--- config.mk ---
export PLATFORM = sky130hd
export DESIGN_NAME = fsml_fault_latch
export DESIGN_NICKNAME = d
export VERILOG_FILES = /design/src/design/fsml_pkg.sv /design/src/design/fsml_fault_latch.sv /design/src/design/fsml_sync.sv
export SDC_FILE = /design/constraint.sdc
export NUM_CORES = 1
export LEC_CHECK = 0
export BUFFER_PORTS_ARGS = -buffer_cell sky130_fd_sc_hd__buf_2
export CAP_MARGIN = 15
export CORE_ASPECT_RATIO = 1.1
export CORE_UTILIZATION = 30
export CTS_CLUSTER_SIZE = 28
export DETAILED_ROUTE_END_ITERATION = 16
export HOLD_SLACK_MARGIN = 0.15
export PLACE_DENSITY = 0.47
export SYNTH_ARGS = -nofsm -noshare
export SYNTH_HDL_FRONTEND = slang
export SYNTH_SLANG_ARGS = --single-unit
--- constraint.sdc ---
create_clock -name CLK -period 1.5 [get_ports CLK]
set_input_delay 0.225 -clock CLK [delete_from_list [all_inputs] [get_ports CLK]]
set_output_delay 0.225 -clock CLK [all_outputs]
set_load 0.005 [all_outputs]
--- src/design/fsml_pkg.sv ---
// Package for the fault status, report mask and latch control block.
package fsml_pkg;

	// ---------------------------------------------------------------
	// Register offsets
	// ---------------------------------------------------------------
	localparam logic [7:0] THERMAL_SHUTDOWN_STATUS_OFS      = 8'h72;
	localparam logic [7:0] THERMAL_WARNING_STATUS_OFS       = 8'h73;
	localparam logic [7:0] FAULT_PIN_REPORT_MASK_OFS        = 8'h74;
	localparam logic [7:0] FAULT_LATCH_AND_WARNING_MASK_OFS = 8'h75;
	localparam logic [7:0] MISC_CONTROL_OFS                 = 8'h76;
	localparam logic [7:0] FAULT_CLEAR_OFS                  = 8'h78;

	// ---------------------------------------------------------------
	// Reset values
	// ---------------------------------------------------------------
	localparam logic [7:0] REPORT_MASK_RST  = 8'h00;
	localparam logic [7:0] LATCH_CFG_RST    = 8'hf8;
	localparam logic [7:0] MISC_CONTROL_RST = 8'h00;
	localparam logic [7:0] FAULT_CLEAR_RST  = 8'h00;

	// ---------------------------------------------------------------
	// Field positions
	// ---------------------------------------------------------------
	localparam int THERMAL_SHUTDOWN_FLAG_BIT          = 0;
	localparam int OVERTEMP_WARNING_FLAG_BIT          = 3;
	localparam int THERMAL_SHUTDOWN_REPORT_MASK_BIT   = 7;
	localparam int CLOCK_ERROR_REPORT_MASK_BIT        = 4;
	localparam int SUPPLY_UNDERVOLTAGE_REPORT_MASK_BIT = 3;
	localparam int SUPPLY_OVERVOLTAGE_REPORT_MASK_BIT = 2;
	localparam int DC_OFFSET_REPORT_MASK_BIT          = 1;
	localparam int OVERCURRENT_REPORT_MASK_BIT        = 0;
	localparam int CLOCK_ERROR_LATCH_ENABLE_BIT       = 5;
	localparam int THERMAL_SHUTDOWN_LATCH_ENABLE_BIT  = 4;
	localparam int OVERTEMP_WARNING_LATCH_ENABLE_BIT  = 3;
	localparam int OVERTEMP_WARNING_REPORT_MASK_BIT   = 2;
	localparam int THERMAL_AUTO_RECOVERY_ENABLE_BIT   = 4;
	localparam int ANALOG_FAULT_CLEAR_BIT             = 7;

	// ---------------------------------------------------------------
	// Carriers
	// ---------------------------------------------------------------
	// Live conditions from the analog detectors
	typedef struct packed {
		logic thermal_shutdown;
		logic overtemp_warning;
		logic clock_error;
		logic supply_undervoltage;
		logic supply_overvoltage;
		logic dc_offset;
		logic overcurrent;
	} fsml_fault_t;

	localparam int FAULT_W = $bits(fsml_fault_t);

	// Register port request
	typedef struct packed {
		logic       wr;
		logic       rd;
		logic [7:0] addr;
		logic [7:0] wdata;
	} fsml_reg_req_t;

endpackage

--- src/design/fsml_fault_latch.sv ---
// Fault status, report masking, latch control and thermal recovery.
`timescale 1ns/100ps
module fsml_fault_latch (
	// Clock and reset
	input  wire logic                 CLK,
	input  wire logic                 RST,
	// Analog detector levels, asynchronous
	input  wire fsml_pkg::fsml_fault_t FAULT_LIVE,
	// Register port from the control interface
	input  wire fsml_pkg::fsml_reg_req_t REG_REQ,
	output logic [7:0]                REG_RDATA,
	output logic                      REG_RVALID,
	// Pins and stage control
	output logic                      FAULT_N,
	output logic                      OUT_HIZ
);
	import fsml_pkg::*;

	// ---------------------------------------------------------------
	// Helpers
	// ---------------------------------------------------------------
	// Write strobe for one offset, shared by every writable register
	function automatic logic wr_hit(input fsml_reg_req_t req, input logic [7:0] ofs);
		return req.wr && (req.addr == ofs);
	endfunction

	// ---------------------------------------------------------------
	// Synchronised detector levels
	// ---------------------------------------------------------------
	fsml_fault_t live;
	logic [FAULT_W-1:0] live_vec;

	fsml_sync #(
		.WIDTH   (FAULT_W)
	) fsml_sync_inst (
		.clk     (CLK),
		.rst     (RST),
		.async_in(FAULT_LIVE),
		.sync_out(live_vec)
	);

	assign live = fsml_fault_t'(live_vec);

	// ---------------------------------------------------------------
	// Software registers
	// ---------------------------------------------------------------
	logic [7:0] report_mask_q;
	logic [7:0] latch_cfg_q;
	logic [7:0] misc_control_q;
	logic [6:0] fault_clear_rsvd_q;
	logic       wr_hit_mask;
	logic       wr_hit_latch;
	logic       wr_hit_misc;
	logic       wr_hit_clear;
	logic       analog_clear;

	assign wr_hit_mask  = wr_hit(REG_REQ, FAULT_PIN_REPORT_MASK_OFS);
	assign wr_hit_latch = wr_hit(REG_REQ, FAULT_LATCH_AND_WARNING_MASK_OFS);
	assign wr_hit_misc  = wr_hit(REG_REQ, MISC_CONTROL_OFS);
	assign wr_hit_clear = wr_hit(REG_REQ, FAULT_CLEAR_OFS);
	// Self-clearing: acts only in the cycle of the write
	assign analog_clear = wr_hit_clear && REG_REQ.wdata[ANALOG_FAULT_CLEAR_BIT];

	// Report mask register
	always_ff @(posedge CLK) begin
		if (RST) begin
			report_mask_q <= REPORT_MASK_RST;
		end else if (wr_hit_mask) begin
			report_mask_q <= REG_REQ.wdata;
		end
	end

	// Latch enables and warning mask; reserved bits store as written
	always_ff @(posedge CLK) begin
		if (RST) begin
			latch_cfg_q <= LATCH_CFG_RST;
		end else if (wr_hit_latch) begin
			latch_cfg_q <= REG_REQ.wdata;
		end
	end

	// Miscellaneous control, holds the auto-recovery enable
	always_ff @(posedge CLK) begin
		if (RST) begin
			misc_control_q <= MISC_CONTROL_RST;
		end else if (wr_hit_misc) begin
			misc_control_q <= REG_REQ.wdata;
		end
	end

	// Reserved low bits of the clear register are plain storage
	always_ff @(posedge CLK) begin
		if (RST) begin
			fault_clear_rsvd_q <= FAULT_CLEAR_RST[6:0];
		end else if (wr_hit_clear) begin
			fault_clear_rsvd_q <= REG_REQ.wdata[6:0];
		end
	end

	logic auto_rec_en;
	logic clk_latch_en;
	logic ts_latch_en;
	logic ow_latch_en;

	assign auto_rec_en  = misc_control_q[THERMAL_AUTO_RECOVERY_ENABLE_BIT];
	assign clk_latch_en = latch_cfg_q[CLOCK_ERROR_LATCH_ENABLE_BIT];
	assign ts_latch_en  = latch_cfg_q[THERMAL_SHUTDOWN_LATCH_ENABLE_BIT];
	assign ow_latch_en  = latch_cfg_q[OVERTEMP_WARNING_LATCH_ENABLE_BIT];

	// ---------------------------------------------------------------
	// Thermal shutdown flag
	// ---------------------------------------------------------------
	// Armed goes low on a clear while hot and only returns once the die cools,
	// so a persisting condition cannot re-raise the flag.
	logic ts_prev_q;
	logic ts_armed_q;
	logic ts_rise;
	logic thermal_shutdown_flag_q;

	assign ts_rise = live.thermal_shutdown && !ts_prev_q;

	// Edge history of the shutdown condition
	always_ff @(posedge CLK) begin
		if (RST) begin
			ts_prev_q <= 1'b0;
		end else begin
			ts_prev_q <= live.thermal_shutdown;
		end
	end

	// Arming tracks a cool-down after a clear
	always_ff @(posedge CLK) begin
		if (RST) begin
			ts_armed_q <= 1'b1;
		end else if (!live.thermal_shutdown) begin
			ts_armed_q <= 1'b1;
		end else if (analog_clear) begin
			ts_armed_q <= 1'b0;
		end
	end

	// Latched mode: fresh edge sets, clear drops; edge wins over clear
	always_ff @(posedge CLK) begin
		if (RST) begin
			thermal_shutdown_flag_q <= 1'b0;
		end else if (ts_latch_en) begin
			if (ts_rise) begin
				thermal_shutdown_flag_q <= 1'b1;
			end else if (analog_clear) begin
				thermal_shutdown_flag_q <= 1'b0;
			end
		end else begin
			// Follows the condition, still held off after a clear
			thermal_shutdown_flag_q <= live.thermal_shutdown && ts_armed_q
				&& !(analog_clear && !ts_rise);
		end
	end

	// ---------------------------------------------------------------
	// Output stage high impedance
	// ---------------------------------------------------------------
	// Released by a clear even when still hot, which risks the stage;
	// auto-recovery is the safer path.
	always_ff @(posedge CLK) begin
		if (RST) begin
			OUT_HIZ <= 1'b0;
		end else if (ts_rise) begin
			OUT_HIZ <= 1'b1;
		end else if (analog_clear) begin
			OUT_HIZ <= 1'b0;
		end else if (auto_rec_en && !live.thermal_shutdown) begin
			OUT_HIZ <= 1'b0;
		end
	end

	// ---------------------------------------------------------------
	// Over-temperature warning flag
	// ---------------------------------------------------------------
	logic overtemp_warning_flag_q;

	// Sticky when latched, set wins over a same-cycle clear
	always_ff @(posedge CLK) begin
		if (RST) begin
			overtemp_warning_flag_q <= 1'b0;
		end else if (ow_latch_en) begin
			if (live.overtemp_warning) begin
				overtemp_warning_flag_q <= 1'b1;
			end else if (analog_clear) begin
				overtemp_warning_flag_q <= 1'b0;
			end
		end else begin
			overtemp_warning_flag_q <= live.overtemp_warning;
		end
	end

	// ---------------------------------------------------------------
	// Clock error indication
	// ---------------------------------------------------------------
	logic clock_error_ind_q;

	// Same latch policy as the warning
	always_ff @(posedge CLK) begin
		if (RST) begin
			clock_error_ind_q <= 1'b0;
		end else if (clk_latch_en) begin
			if (live.clock_error) begin
				clock_error_ind_q <= 1'b1;
			end else if (analog_clear) begin
				clock_error_ind_q <= 1'b0;
			end
		end else begin
			clock_error_ind_q <= live.clock_error;
		end
	end

	// ---------------------------------------------------------------
	// Fault pin
	// ---------------------------------------------------------------
	// Supply, DC and over-current faults are latched in their own
	// status logic elsewhere; here they report as live levels.
	logic report_any;

	always_comb begin
		report_any = 1'b0;
		if (thermal_shutdown_flag_q && !report_mask_q[THERMAL_SHUTDOWN_REPORT_MASK_BIT]) begin
			report_any = 1'b1;
		end
		if (clock_error_ind_q && !report_mask_q[CLOCK_ERROR_REPORT_MASK_BIT]) begin
			report_any = 1'b1;
		end
		if (live.supply_undervoltage
			&& !report_mask_q[SUPPLY_UNDERVOLTAGE_REPORT_MASK_BIT]) begin
			report_any = 1'b1;
		end
		if (live.supply_overvoltage && !report_mask_q[SUPPLY_OVERVOLTAGE_REPORT_MASK_BIT]) begin
			report_any = 1'b1;
		end
		if (live.dc_offset && !report_mask_q[DC_OFFSET_REPORT_MASK_BIT]) begin
			report_any = 1'b1;
		end
		if (live.overcurrent && !report_mask_q[OVERCURRENT_REPORT_MASK_BIT]) begin
			report_any = 1'b1;
		end
		if (overtemp_warning_flag_q && !latch_cfg_q[OVERTEMP_WARNING_REPORT_MASK_BIT]) begin
			report_any = 1'b1;
		end
	end

	// Active low pin, registered
	always_ff @(posedge CLK) begin
		if (RST) begin
			FAULT_N <= 1'b1;
		end else begin
			FAULT_N <= !report_any;
		end
	end

	// ---------------------------------------------------------------
	// Read data
	// ---------------------------------------------------------------
	logic [7:0] rd_mux;

	// Unmapped offsets and reserved status bits read zero
	always_comb begin
		rd_mux = 8'h00;
		case (REG_REQ.addr)
			THERMAL_SHUTDOWN_STATUS_OFS: begin
				rd_mux[THERMAL_SHUTDOWN_FLAG_BIT] = thermal_shutdown_flag_q;
			end
			THERMAL_WARNING_STATUS_OFS: begin
				rd_mux[OVERTEMP_WARNING_FLAG_BIT] = overtemp_warning_flag_q;
			end
			FAULT_PIN_REPORT_MASK_OFS: begin
				rd_mux = report_mask_q;
			end
			FAULT_LATCH_AND_WARNING_MASK_OFS: begin
				rd_mux = latch_cfg_q;
			end
			MISC_CONTROL_OFS: begin
				rd_mux = misc_control_q;
			end
			FAULT_CLEAR_OFS: begin
				rd_mux = {1'b0, fault_clear_rsvd_q};
			end
			default: begin
				rd_mux = 8'h00;
			end
		endcase
	end

	// One-cycle read answer
	always_ff @(posedge CLK) begin
		if (RST) begin
			REG_RDATA  <= 8'h00;
			REG_RVALID <= 1'b0;
		end else begin
			REG_RVALID <= REG_REQ.rd;
			if (REG_REQ.rd) begin
				REG_RDATA <= rd_mux;
			end
		end
	end

endmodule

--- src/design/fsml_sync.sv ---
// Two-stage synchroniser for a vector of asynchronous levels.
`timescale 1ns/100ps
module fsml_sync #(
	parameter int WIDTH = 1
) (
	// Clock and reset
	input  wire logic             clk,
	input  wire logic             rst,
	// Levels
	input  wire logic [WIDTH-1:0] async_in,
	output logic      [WIDTH-1:0] sync_out
);

	logic [WIDTH-1:0] meta_q;

	// First stage feeds only the second stage
	always_ff @(posedge clk) begin
		if (rst) begin
			meta_q   <= '0;
			sync_out <= '0;
		end else begin
			meta_q   <= async_in;
			sync_out <= meta_q;
		end
	end

endmodule

# After elaboration in Yosys (flattened, before gate mapping)

Index checks and enable logic that the tools add are counted.
Widths: inputs -> output; s select.

Register bits after elaboration: 61
Bits of input ports: 27
Output and inout bits: 11
Logic and storage cells: 77

Equality and inequality tests: 9
Multiplexer cells: 21
Bitwise logic cells: 1
Reduce and logical (&&, ||, !) cells: 31

Operators by type and width:

| kind               | count |
|---|---|
| $eq 8x7->1 const B | 6 |
| $logic_and 1x1->1  | 17 |
| $mux 1             | 17 |
| $pmux 4 s4         | 1 |
| $logic_not 1->1    | 12 |
| $pmux 1 s5         | 2 |
| $ne 3x1->1 const B | 3 |
| $pmux 2 s4         | 1 |
| $reduce_bool 3->1  | 1 |
| $reduce_or 2->1    | 1 |
| $not 1->1          | 1 |

# Logic depth before layout (Yosys ltp)

Gate-level depths: netlist of the first run.

Word-level depth: 10
Mapped depth: 6
Mapped depth without buffers: 4

# Cells and area by module

Synthesis of the first run repeated with hierarchy kept, for this count alone.

Cell total of the unflattened synthesis: 246
Area, all modules: 2513.7 um2

By module, submodules not included:

| module           | times used | cells an instance | area each (um2) | sequential area each (um2) |
|---|---|---|---|---|
| fsml_fault_latch | 1          | 217               | 2105.8          | 940.9 |
| fsml_sync        | 1          | 29                | 407.9           | 280.3 |

# Worst setup path after synthesis of the first run

Ideal clock, no wire load.

Kind: input to register
From: input port REG_REQ[9] (netlist bit)
To: register REG_RDATA[3]
Arrival: 1163 ps
Required time: 1383 ps
Path slack: 220 ps
Cell stages on the path: 5
Buffers on the path: 1
Cells stage by stage: buf_4 > mux2_2 > a32oi_1 > o21ai_0 > a32o_1

Word-level cells in the longest chain between the ends: 2
Elaborated cells between the ends (all ways): 6
Those cells by class: 5 x eq/ne; 1 x mux

RTL lines:

| item                 | RTL line                | text |
|---|---|---|
| from (decl)          | fsml_fault_latch.sv:10  | `input wire fsml_pkg::fsml_reg_req_t REG_REQ,` |
| $eq 8x7->1           | fsml_fault_latch.sv:266 | `case (REG_REQ.addr)` |
| $pmux 1 s5 *         | fsml_fault_latch.sv:266 |  |
| to (signal assigned) | fsml_fault_latch.sv:299 | `REG_RDATA <= rd_mux;` |
| to (decl)            | fsml_fault_latch.sv:11  | `output logic [7:0] REG_RDATA,` |

Mark *: on every way between the ends. The rest lies on a longest branch, timed or not.
A chain may end at the register's enable or synchronous reset.

# Worst setup path in the final report of the first run

From: register misc_control_q[4]
To: register REG_RDATA[4]

Word-level cells in the longest chain between the ends: 1

RTL lines:

| item                   | RTL line                | text |
|---|---|---|
| from (decl)            | fsml_fault_latch.sv:49  | `logic [7:0] misc_control_q;` |
| from (signal assigned) | fsml_fault_latch.sv:87  | `misc_control_q <= REG_REQ.wdata;` |
| $pmux 4 s4             | fsml_fault_latch.sv:266 |  |

No other way between the ends.

==> results of run 1 <==
[layout by cell type (no fill, tap or decap), types with 2 or more instances in the layout]
master	n
and2b_1	2
nor3_1	6
mux2_2	6
a221oi_1	2
clkbuf_8	9
nand2_1	11
nand2b_1	2
mux2i_1	28
o22ai_1	2
a21oi_1	7
nand4_1	2
inv_1	8
nor2b_1	17
buf_12	4
o21ai_0	3
dfxtp_1	61
a222oi_1	6
a31oi_1	3
o31ai_1	5
clkinvlp_4	3
dlygate4sd3_1	8
buf_4	16
nor2_1	36
nor3b_1	3
buf_2	37
[power breakdown]
group / switching (µW) / leakage, µW / internal (µW)
logic: 110 / 0.000842 / 111
clock network: 688 / 0.0000918 / 771
registers: 10.4 / 0.000496 / 1650
total: 809 / 0.00143 / 2530
[worst paths after layout]
kind                                          startpoint                         end  slack, ns  cells after the start
worst max-delay path                   misc_control_q[4]                REG_RDATA[4]       0.20                      3
worst min-delay path                         REG_REQ[16]                REG_RDATA[7]       0.17                      3
worst max register to register         misc_control_q[4]                REG_RDATA[4]       0.20                      3
worst min register to register  fsml_sync_inst.meta_q[2]  fsml_sync_inst.sync_out[2]       0.43                      1
[worst reg2reg max path: stages, from the launching register on]
cell	delay, ns
dfxtp_1	0.34
mux2_2	0.28
a222oi_1	0.45
o31ai_1	0.10
[final cells by class]
cell class | instances | share of cell area, %
clock buffer | 9 | 3.98
sequential | 61 | 39.2
multi-input combinational | 155 | 34.2
inverter | 8 | 0.965
tap | 105 | 4.22
clock inverter | 7 | 2.41
timing repair buffer | 65 | 15.0
[sequential cells by signal (all words and copies together), names as in the netlist, 7 cells and up]
signal,count
fault_clear_rsvd_q,7
fsml_sync_inst.meta_q,7
misc_control_q,8
latch_cfg_q,8
REG_RDATA,8
fsml_sync_inst.sync_out,7
report_mask_q,8
[kinds of logic (layout without fill, tap and decap cells)]
logic type	count (synthesis)	in the layout	synth area share [%]
mux	34	34	14.7
compound gates	32	32	9.77
simple gates	89	89	20.5
flops	61	61	51.5
buf+inv	19	89	3.48
[per-layer routing]
layer	global-route usage [%]	vias up	wire [µm]	part of all wire (%)
li1	-	961	-	-
met1	19.5	872	2830	49
met2	24.7	44	2620	46
met3	4.76	4	260	4.5
met4	7.08	0	38	0.66
met5	0	-	0	0
[stage by stage]
| step | cell area [µm²] | utilization (%) | setup slack [ns] | power [µW] | setup TNS, ns |
|---|---|---|---|---|---|
| final | 3110 | 41.2 | 0.200 | 3340 | 0 |
| after floorplan | 2370 | - | 0.220 | 1790 | 0 |
| after CTS | 3110 | 41.2 | 0.217 | 3380 | 0 |
| after detailed placement | 2830 | 37.5 | -0.0742 | 1900 | -0.244 |
| after global placement | 2830 | 37.5 | -0.0515 | 1900 | -0.134 |
| after global routing | 3110 | 41.2 | 0.119 | 3490 | 0 |
[timing repair]
item                                   CTS  global route
hold buffers                             8             0
gates resized for setup                  0             0
buffers inserted                         0             0
endpoints found under the hold margin    9             0
==> out/qor.yml, run 1 <==
run_status:
  run_status: "completed"
die:
  start_util_pct: 31.4
  coreArea_um2: 7560
  num_rows: 33
  die_area_um2: 8260
  die_h_um: 95.2
  die-width_um: 86.7
  io_pins: 38
min_path:
  hp-class: "in -> reg"
finish:
  seq_area_um2: 1220
  drive_gt1_share_pct: 27.5
  n_antenna_cell: 0
  syn_to_final_growth_pct: 31.4
  final_nets: 327
  nFillCells: 751
  layoutNonFillerInstCount: 410
  multi_input_area_um2: 1070
setup_path:
  required_ns: 1.71
  cp_data_arrival_time_ns: 1.51
  cp_num_buf_inv: 0
  cp-start-kind: "flip-flop"
  crit_fanout: 3
  cpLargestDelayFamily: "compound AO/OA/AOI/OAI gates"
  endpoint_kind: "flip-flop"
  crit_chain: "mux2_2 -> a222oi_1 -> o31ai_1"
  cpMaxStageDelayCell: "a222oi_1"
  worstSetupPathType: "reg -> reg"
  cpPeakStageDelay_ns: 0.45
drt:
  totalWireLength_um: 5750
  drt_drc_violations_left: 0
  vias_per_cell: 4.59
  drt-pass1-iter-count: 5
  vias: 1881
  wl_per_cell_um: 14.0
  drt_iter0_drc: 63
  ant_nets: 0
sta:
  finalHoldViolations: 0
  post-route-min-period_ns: 1.30
  hold_ws_ns: 0.170
  relSlewSlack_pct: 69.3
  drv_slew: 0
  tightestPinTransition_ns: 0.460
  fin_crit_sh_pct: 86.7
  setup_viol: 0
  timing.fmax_ghz: 0.769
  fin_skew_ns: 0.0113
  rsz0062_at_grt: "no"
yosys:
  synthTopCellsByArea: "dfxtp_1 52%, mux2i_1 12%, nor2_1 5.7%"
  synth-edff-count: 0
  syn_nets: 262
  ys_types: 37
  synth_top_cell_by_area: "dfxtp_1"
  synth-seq-area-share_pct: 51.5
  synthFlopType: "dfxtp_1"
  avgSynthCellArea_um2: 10.1
  synth-seq-cells: 61
  synthesis.area_um2: 2370
  netlist.area_leader.share_pct: 51.5
  yosysMostFrequentCell: "dfxtp_1"
  postSynthCellCount: 235
  synth.top_cells.by_count: "61 x dfxtp_1, 36 x nor2_1, 28 x mux2i_1"
  async_flop_share_pct: 0
  ys_warn_count: 0
job:
  cap_violations: 0
place:
  io_buffers: 37
  hpwlAfterDp_um: 4000
  place_inst: 386
  place.gp.congestion: 0.761
grt:
  grt_max_degree: 39
  grt-ovfl-total: 0
  antenna_found_initial: 0
  grt_use_total_pct: 15.6
  grt_pass1_wl_um: 9380
  grt_pass1_vias: 1878
power_and_ir_drop:
  peakVddDrop_uv: 451
  leakagePower_uw: 0.00143
  power.density_nw_per_um2: 1070
clock_network:
  clk_latency_ns: 0.34
  cts.clk_slew.worst_paths_ns: 0.08
  tritoncts: "built"
  cts_sinks: 61
  cts_buffer_depth: 2
  cts_made_buffers: 9
  h-tree-depth: 3
  root_buffer: "clkbuf_8"
Power figures use the tool's default switching activity.
==> run 2, diff against run 1 <==
- CELL_PAD_IN_SITES_DETAIL_PLACEMENT: default -> 1
- CELL_PAD_IN_SITES_GLOBAL_PLACEMENT: default -> 1
- PLACE_DENSITY: 0.47 -> 0.57
==> run 2 against run 1 <==
  * Worst hold slack gained 0.0072 ns
  * Die area unchanged
  * Count of clock-buffer cells in the layout did not move
  * Register-to-register slack better by 0.07 ns
  * Non-clock buffer count rose by 1
==> out/qor.yml, run 2 (synthesis gave the netlist of run 1 again) <==
drt:
  drt-pass1-iter-count: 4  # -1
  vias: 1931  # +2.7%
  ant_nets: 0  # unchanged
  drt_drc_violations_left: 0  # unchanged
  drt_iter0_drc: 117  # +86%
  vias_per_cell: 4.70  # +2.4%
  totalWireLength_um: 6010  # +4.4%
  wl_per_cell_um: 14.6  # +4.2%
setup_path:
  crit_chain: "dlygate4sd3_1 -> buf_2 -> nor2b_1 -> nand2_1 -> o31ai_1"
  cp-start-kind: "input pin"
  endpoint_kind: "flip-flop"
  r2r_cells: 4  # +1
  crit_fanout: 6  # +3
  cpMaxStageDelayCell: "dlygate4sd3_1"
  r2r_start: "report_mask_q[3]"
  r2r_slack_ns: 0.27  # +0.07 ns
  required_ns: 1.74  # +0.03 ns
  cp_data_arrival_time_ns: 1.55  # +0.04 ns
  cp_num_buf_inv: 2  # +2
  cpPeakStageDelay_ns: 0.54  # +0.09 ns
  reg2reg_to: "REG_RDATA[3]"
  cpLargestDelayFamily: "buffers and inverters"
  worstSetupPathType: "in -> reg"
power_and_ir_drop:
  power.density_nw_per_um2: 1120  # +4.0%
  swShare_pct: 22.7  # -1.5 points
  power_uw: 3490  # +4.7%
  intPower_uw: 2700  # +6.7%
  power_frac_comb_pct: 6.3  # -0.3 points
  power_frac_clock_pct: 46.2  # +2.5 points
  peakVddDrop_uv: 616  # +37%
  leakagePower_uw: 0.00144  # +1.0%
  p_sw_uw: 794  # -1.8%
  seq_power_share_pct: 47.4  # -2.3 points
finish:
  drive_gt1_share_pct: 27.8  # +0.24 points
  syn_to_final_growth_pct: 32.2
  final_nets: 328  # +0.31%
  nFillCells: 875  # +17%
  multi_input_area_um2: 1070  # unchanged
  final_cell_mix: "61 x dfxtp_1, 37 x buf_2, 36 x nor2_1, 28 x mux2i_1, 18 x buf_4"
  n_antenna_cell: 0  # unchanged
  seq_area_um2: 1220  # unchanged
  post-route-util_pct: 41.4  # +0.25 points
  layout_commonest_cell: "dfxtp_1"
sta:
  drv_slew: 0  # unchanged
  finalHoldViolations: 0  # unchanged
  fin_skew_ns: 0.0116  # +0.000276 ns
  relSlewSlack_pct: 71.0  # +1.7 points
  timing.fmax_ghz: 0.766  # -0.45%
  post-route-min-period_ns: 1.31  # +0.00591 ns
  tightestPinTransition_ns: 0.435  # -0.0251 ns
  rsz0062_at_grt: "no"
  fin_crit_sh_pct: 87.1  # +0.39 points
  setup_viol: 0  # unchanged
clock_network:
  cts_made_buffers: 9  # unchanged
  cts_setup_buffers: 0  # unchanged
  root_buffer: "clkbuf_8"
  cts_sinks: 61  # unchanged
  cts_buffer_depth: 2  # unchanged
  cts.clk_slew.worst_paths_ns: 0.07  # about the same
  tritoncts: "built"
  h-tree-depth: 3  # unchanged
  cts_hold_buffers: 8  # unchanged
  ctsResizeCount: 0  # unchanged
  clk_latency_ns: 0.34  # about the same
grt:
  grt_pass1_vias: 2015  # +7.3%
  grt_use_total_pct: 16.9  # +1.2 points
  grt_max_degree: 42  # +7.7%
  grt-ovfl-total: 0  # unchanged
  grt_pass1_wl_um: 10100  # +8.2%
  antenna_found_initial: 0  # unchanged
die:
  num_rows: 33  # unchanged
  die-width_um: 86.7  # unchanged
  io_pins: 38  # unchanged
  die_area_um2: 8260  # unchanged
  die_h_um: 95.2  # unchanged
  coreArea_um2: 7560  # unchanged
  start_util_pct: 31.4  # unchanged
place:
  place.gp.congestion: 0.786  # +3.3%
  hpwlAfterDp_um: 4400  # +10%
  io_buffers: 37  # unchanged
run_status:
  run_status: "completed"
min_path:
  holdPathEnd: "report_mask_q[6]"
  whs_path_depth: 3  # unchanged
  hp-class: "in -> reg"
  min_from: "REG_REQ[6]"
job:
  cap_violations: 0  # unchanged
[run 2: how the worst max path moves through the flow]
| stage | startpoint | end | depth (start not counted) |
|---|---|---|---|
| finish | RST | REG_RDATA[4] | 5 |
| floorplan | REG_REQ[9] | REG_RDATA[3] | 5 |
| global placement | REG_REQ[9] | REG_RDATA[1] | 5 |
| global route | RST | REG_RDATA[1] | 5 |
| detailed placement | REG_REQ[9] | REG_RDATA[2] | 5 |
| CTS | RST | REG_RDATA[4] | 5 |
[run 2: through the flow]
step	std cells	setup slack (ns)	instance area (µm²)	TNS, ns	hold slack [ns]
3_5_place_dp	387	-0.0443	2830	-0.124	0.431
4_1_cts	411	0.194	3130	0	0.159
6_report	411	0.194	3130	0	0.177
2_1_floorplan	235	0.220	2370	0	0.319
3_3_place_gp	387	0.0117	2830	0	0.417
5_1_grt	411	0.117	3130	0	0.180
[run 2: area by class of cell]
cell class	count	area share [%]
sequential	61	39.0
timing repair buffer	66	14.7
multi-input combinational	155	34.0
clock buffer	9	3.96
clock inverter	7	3.16
tap	105	4.19
inverter	8	0.959
[run 2: power groups by stage]
| stage | Combinational (µW) | Clock (µW) | Sequential, µW |
|---|---|---|---|
| after detailed placement | 208 | 0 | 1700 |
| after CTS | 224 | 1680 | 1660 |
| final | 221 | 1620 | 1660 |
| after global routing | 244 | 1770 | 1660 |
| after global placement | 205 | 0 | 1700 |
| after floorplan | 94.8 | 0 | 1690 |
[run 2: worst reg2reg max path, stage by stage (launching register included)]
cell,delay [ns]
dfxtp_1,0.33
mux2_2,0.26
a32oi_1,0.15
o21ai_0,0.12
a32o_1,0.26
[run 2: layer usage]
| layer | share of wire (%) | vias to the layer above | track usage (%) |
|---|---|---|---|
| met5 | 0 | - | 0 |
| met4 | 0.63 | 0 | 5.83 |
| li1 | - | 963 | - |
| met3 | 4.4 | 2 | 4.76 |
| met1 | 48 | 919 | 20.3 |
| met2 | 47 | 47 | 28.8 |
==> run 3, diff against run 2 <==
- ABC_AREA: default -> 1
- PLACE_DENSITY: 0.57 -> 0.59
==> run 3 against run 2 <==
  * First-iteration DRC count down 14%
  * Worst hold slack worse by 0.0090 ns
  * Synthesized cell count up 39%
  * Wire length up 16%
  * Sequential cell count unchanged
  * Critical path type unchanged
  * Largest cell class unchanged
==> out/qor.yml, run 3 <==
yosys:
  netlist.area_leader.share_pct: 48.1  # -3.5 points
  synth-seq-area-share_pct: 48.1  # -3.5 points
  ys_warn_count: 0  # unchanged
  avgSynthCellArea_um2: 7.79  # -23%
  async_flop_share_pct: 0  # unchanged
  synth-edff-count: 0  # unchanged
  synth-seq-cells: 61  # unchanged
  synthFlopType: "dfxtp_1"
  syn_nets: 353  # +35%
  synthesis.area_um2: 2540  # +7.2%
  synthTopCellsByArea: "dfxtp_1 48%, nand2_1 12%, nand3_1 7.9%"
  synth_top_cell_by_area: "dfxtp_1"
  postSynthCellCount: 326  # +39%
  yosysMostFrequentCell: "nand2_1"
  ys_types: 31  # -16%
  synth.top_cells.by_count: "80 x nand2_1, 61 x dfxtp_1, 40 x nand3_1"
finish:
  layout_commonest_cell: "nand2_1"
  nFillCells: 1000  # +14%
  seq_area_um2: 1220  # unchanged
  multi_input_area_um2: 1100  # +3.2%
  n_antenna_cell: 0  # unchanged
  syn_to_final_growth_pct: 22.9
  final_nets: 406  # +24%
  post-route-util_pct: 38.8  # -2.6 points
  drive_gt1_share_pct: 22.7  # -5.1 points
  final_cell_mix: "80 x nand2_1, 61 x dfxtp_1, 40 x nand3_1, 37 x a21oi_1, 37 x buf_2"
  layoutNonFillerInstCount: 492  # +20%
setup_path:
  cp-start-kind: "input pin"
  r2r_slack_ns: 0.51  # +0.24 ns
  reg2reg_to: "FAULT_N"
  r2r_start: "report_mask_q[0]"
  r2r_cells: 5  # +1
  worstSetupPathType: "in -> reg"
  cp_data_arrival_time_ns: 1.33  # -0.22 ns
  required_ns: 1.77  # +0.03 ns
  endpoint_kind: "flip-flop"
  crit_fanout: 14  # +8
power_and_ir_drop:
  power.density_nw_per_um2: 1070  # -3.9%
  intPower_uw: 2500  # -7.3%
  seq_power_share_pct: 49.7  # +2.3 points
  swShare_pct: 25.2  # +2.4 points
  leakagePower_uw: 0.00134  # -7.5%
  power_frac_comb_pct: 6.6  # +0.3 points
  power_frac_clock_pct: 43.7  # -2.5 points
  peakVddDrop_uv: 411  # -33%
  power_uw: 3350  # -4.2%
  p_sw_uw: 842  # +6.0%
place:
  place.gp.congestion: 0.772  # -1.8%
  place_inst: 469  # +21%
  io_buffers: 37  # unchanged
  hpwlAfterDp_um: 5300  # +20%
drt:
  drt_iter0_drc: 101  # -14%
  ant_nets: 0  # unchanged
  drt_drc_violations_left: 0  # unchanged
  totalWireLength_um: 6950  # +16%
  wl_met2_um: 3280  # +15%
  vias_per_cell: 4.62  # -1.6%
  wl_per_cell_um: 14.1  # -3.4%
  vias: 2274  # +18%
  dr_wl_met3_um: 220  # -18%
  top_layer: "met4"
  wl_met1_um: 3370  # +18%
  drt-pass1-iter-count: 4  # unchanged
sta:
  finalHoldViolations: 0  # unchanged
  tightestPinTransition_ns: 0.490  # +0.0542 ns
  relSlewSlack_pct: 67.3  # -3.6 points
  post-route-min-period_ns: 1.06  # -0.247 ns
  fin_setup_tns_ns: 0  # unchanged
  setup_viol: 0  # unchanged
  timing.fmax_ghz: 0.944  # +23%
  fin_skew_ns: 0.00812  # -0.00349 ns
  fin_crit_sh_pct: 70.6  # -16 points
  hold_ws_ns: 0.168  # -0.00898 ns
  drv_slew: 0  # unchanged
  rsz0062_at_grt: "no"
clock_network:
  cts_setup_buffers: 0  # unchanged
  clk_latency_ns: 0.34  # about the same
  cts.clk_slew.worst_paths_ns: 0.07  # about the same
  ctsResizeCount: 0  # unchanged
  cts_buffer_depth: 2  # unchanged
  h-tree-depth: 3  # unchanged
  root_buffer: "clkbuf_8"
  cts_sinks: 61  # unchanged
  cts_made_buffers: 9  # unchanged
  tritoncts: "built"
grt:
  grt_use_total_pct: 17.5  # +0.69 points
  antenna_found_initial: 0  # unchanged
  grt_max_degree: 28  # -33%
  grt_pass1_wl_um: 11900  # +17%
  grt_pass1_vias: 2340  # +16%
  grt-ovfl-total: 0  # unchanged
min_path:
  min_from: "REG_REQ[6]"
  hp-class: "in -> reg"
  whs_path_depth: 3  # unchanged
  holdPathEnd: "latch_cfg_q[6]"
die:
  die_h_um: 98.5  # +3.5%
  die_area_um2: 8840  # +7.0%
  start_util_pct: 31.6  # +0.23 points
  die-width_um: 89.7  # +3.4%
  io_pins: 38  # unchanged
  coreArea_um2: 8040  # +6.4%
  num_rows: 34  # +3.0%
job:
  cap_violations: 0  # unchanged
run_status:
  run_status: "completed"
## run 3: power groups by stage
stage	registers [µW]	logic, µW	clock network [µW]
after floorplan	1700	116	0
after global placement	1700	206	0
after detailed placement	1700	210	0
after CTS	1660	226	1520
after global routing	1660	249	1600
final	1660	221	1460
## run 3: worst max path at each step
stage / start / end / slack, ns
2_1_floorplan: REG_REQ[15] / OUT_HIZ / 0.39
3_3_place_gp: REG_REQ[9] / REG_RDATA[7] / 0.12
3_5_place_dp: REG_REQ[15] / REG_RDATA[2] / 0.11
4_1_cts: REG_REQ[15] / REG_RDATA[2] / 0.47
5_1_grt: REG_REQ[15] / REG_RDATA[5] / 0.31
6_report: REG_REQ[15] / REG_RDATA[2] / 0.44
## run 3: logic make-up (layout without fill, tap and decap cells)
family	count (synthesis)	after routing	share of synthesized area, %
flops	61	61	48.1
buf+inv	47	105	8.62
simple gates	158	158	30.6
compound gates	60	60	12.7
## run 3: layout make-up
class / instances / share of cell area (%)
Clock buffer: 9 / 3.97
Sequential cell: 61 / 39.1
Timing Repair Buffer: 52 / 10.1
Tap cell: 108 / 4.33
Multi-Input combinational cell: 218 / 35.2
Inverter: 37 / 4.93
Clock inverter: 7 / 2.32
## run 3: metrics by stage
| step | setup WS (ns) | cell area [µm²] |
|---|---|---|
| after floorplan | 0.390 | 2540 |
| after global placement | 0.123 | 2860 |
| after detailed placement | 0.110 | 2860 |
| after CTS | 0.466 | 3120 |
| after global routing | 0.312 | 3120 |
| final | 0.441 | 3120 |
## run 3: worst max-delay path, stage by stage
cell and delay [ns]:
buf_2 0.10, inv_1 0.06, nand2_1 0.12, nor2_8 0.21, buf_4 0.23, nand3_1 0.11
nand2_1 0.10, o21ai_1 0.07, a21oi_1 0.11
## run 3: repair_timing
item,4_1_cts,5_1_grt
endpoints found under the hold margin,7,0
hold buffers,7,0
setup endpoints to repair,0,0
## run 3: layer usage
| metal | vias to the layer above | track usage, % |
|---|---|---|
| met1 | 1078 | 21.5 |
| met3 | 6 | 4.63 |
| met5 | - | 0 |
| met2 | 35 | 29.8 |
| met4 | 0 | 6.05 |
| li1 | 1155 | - |
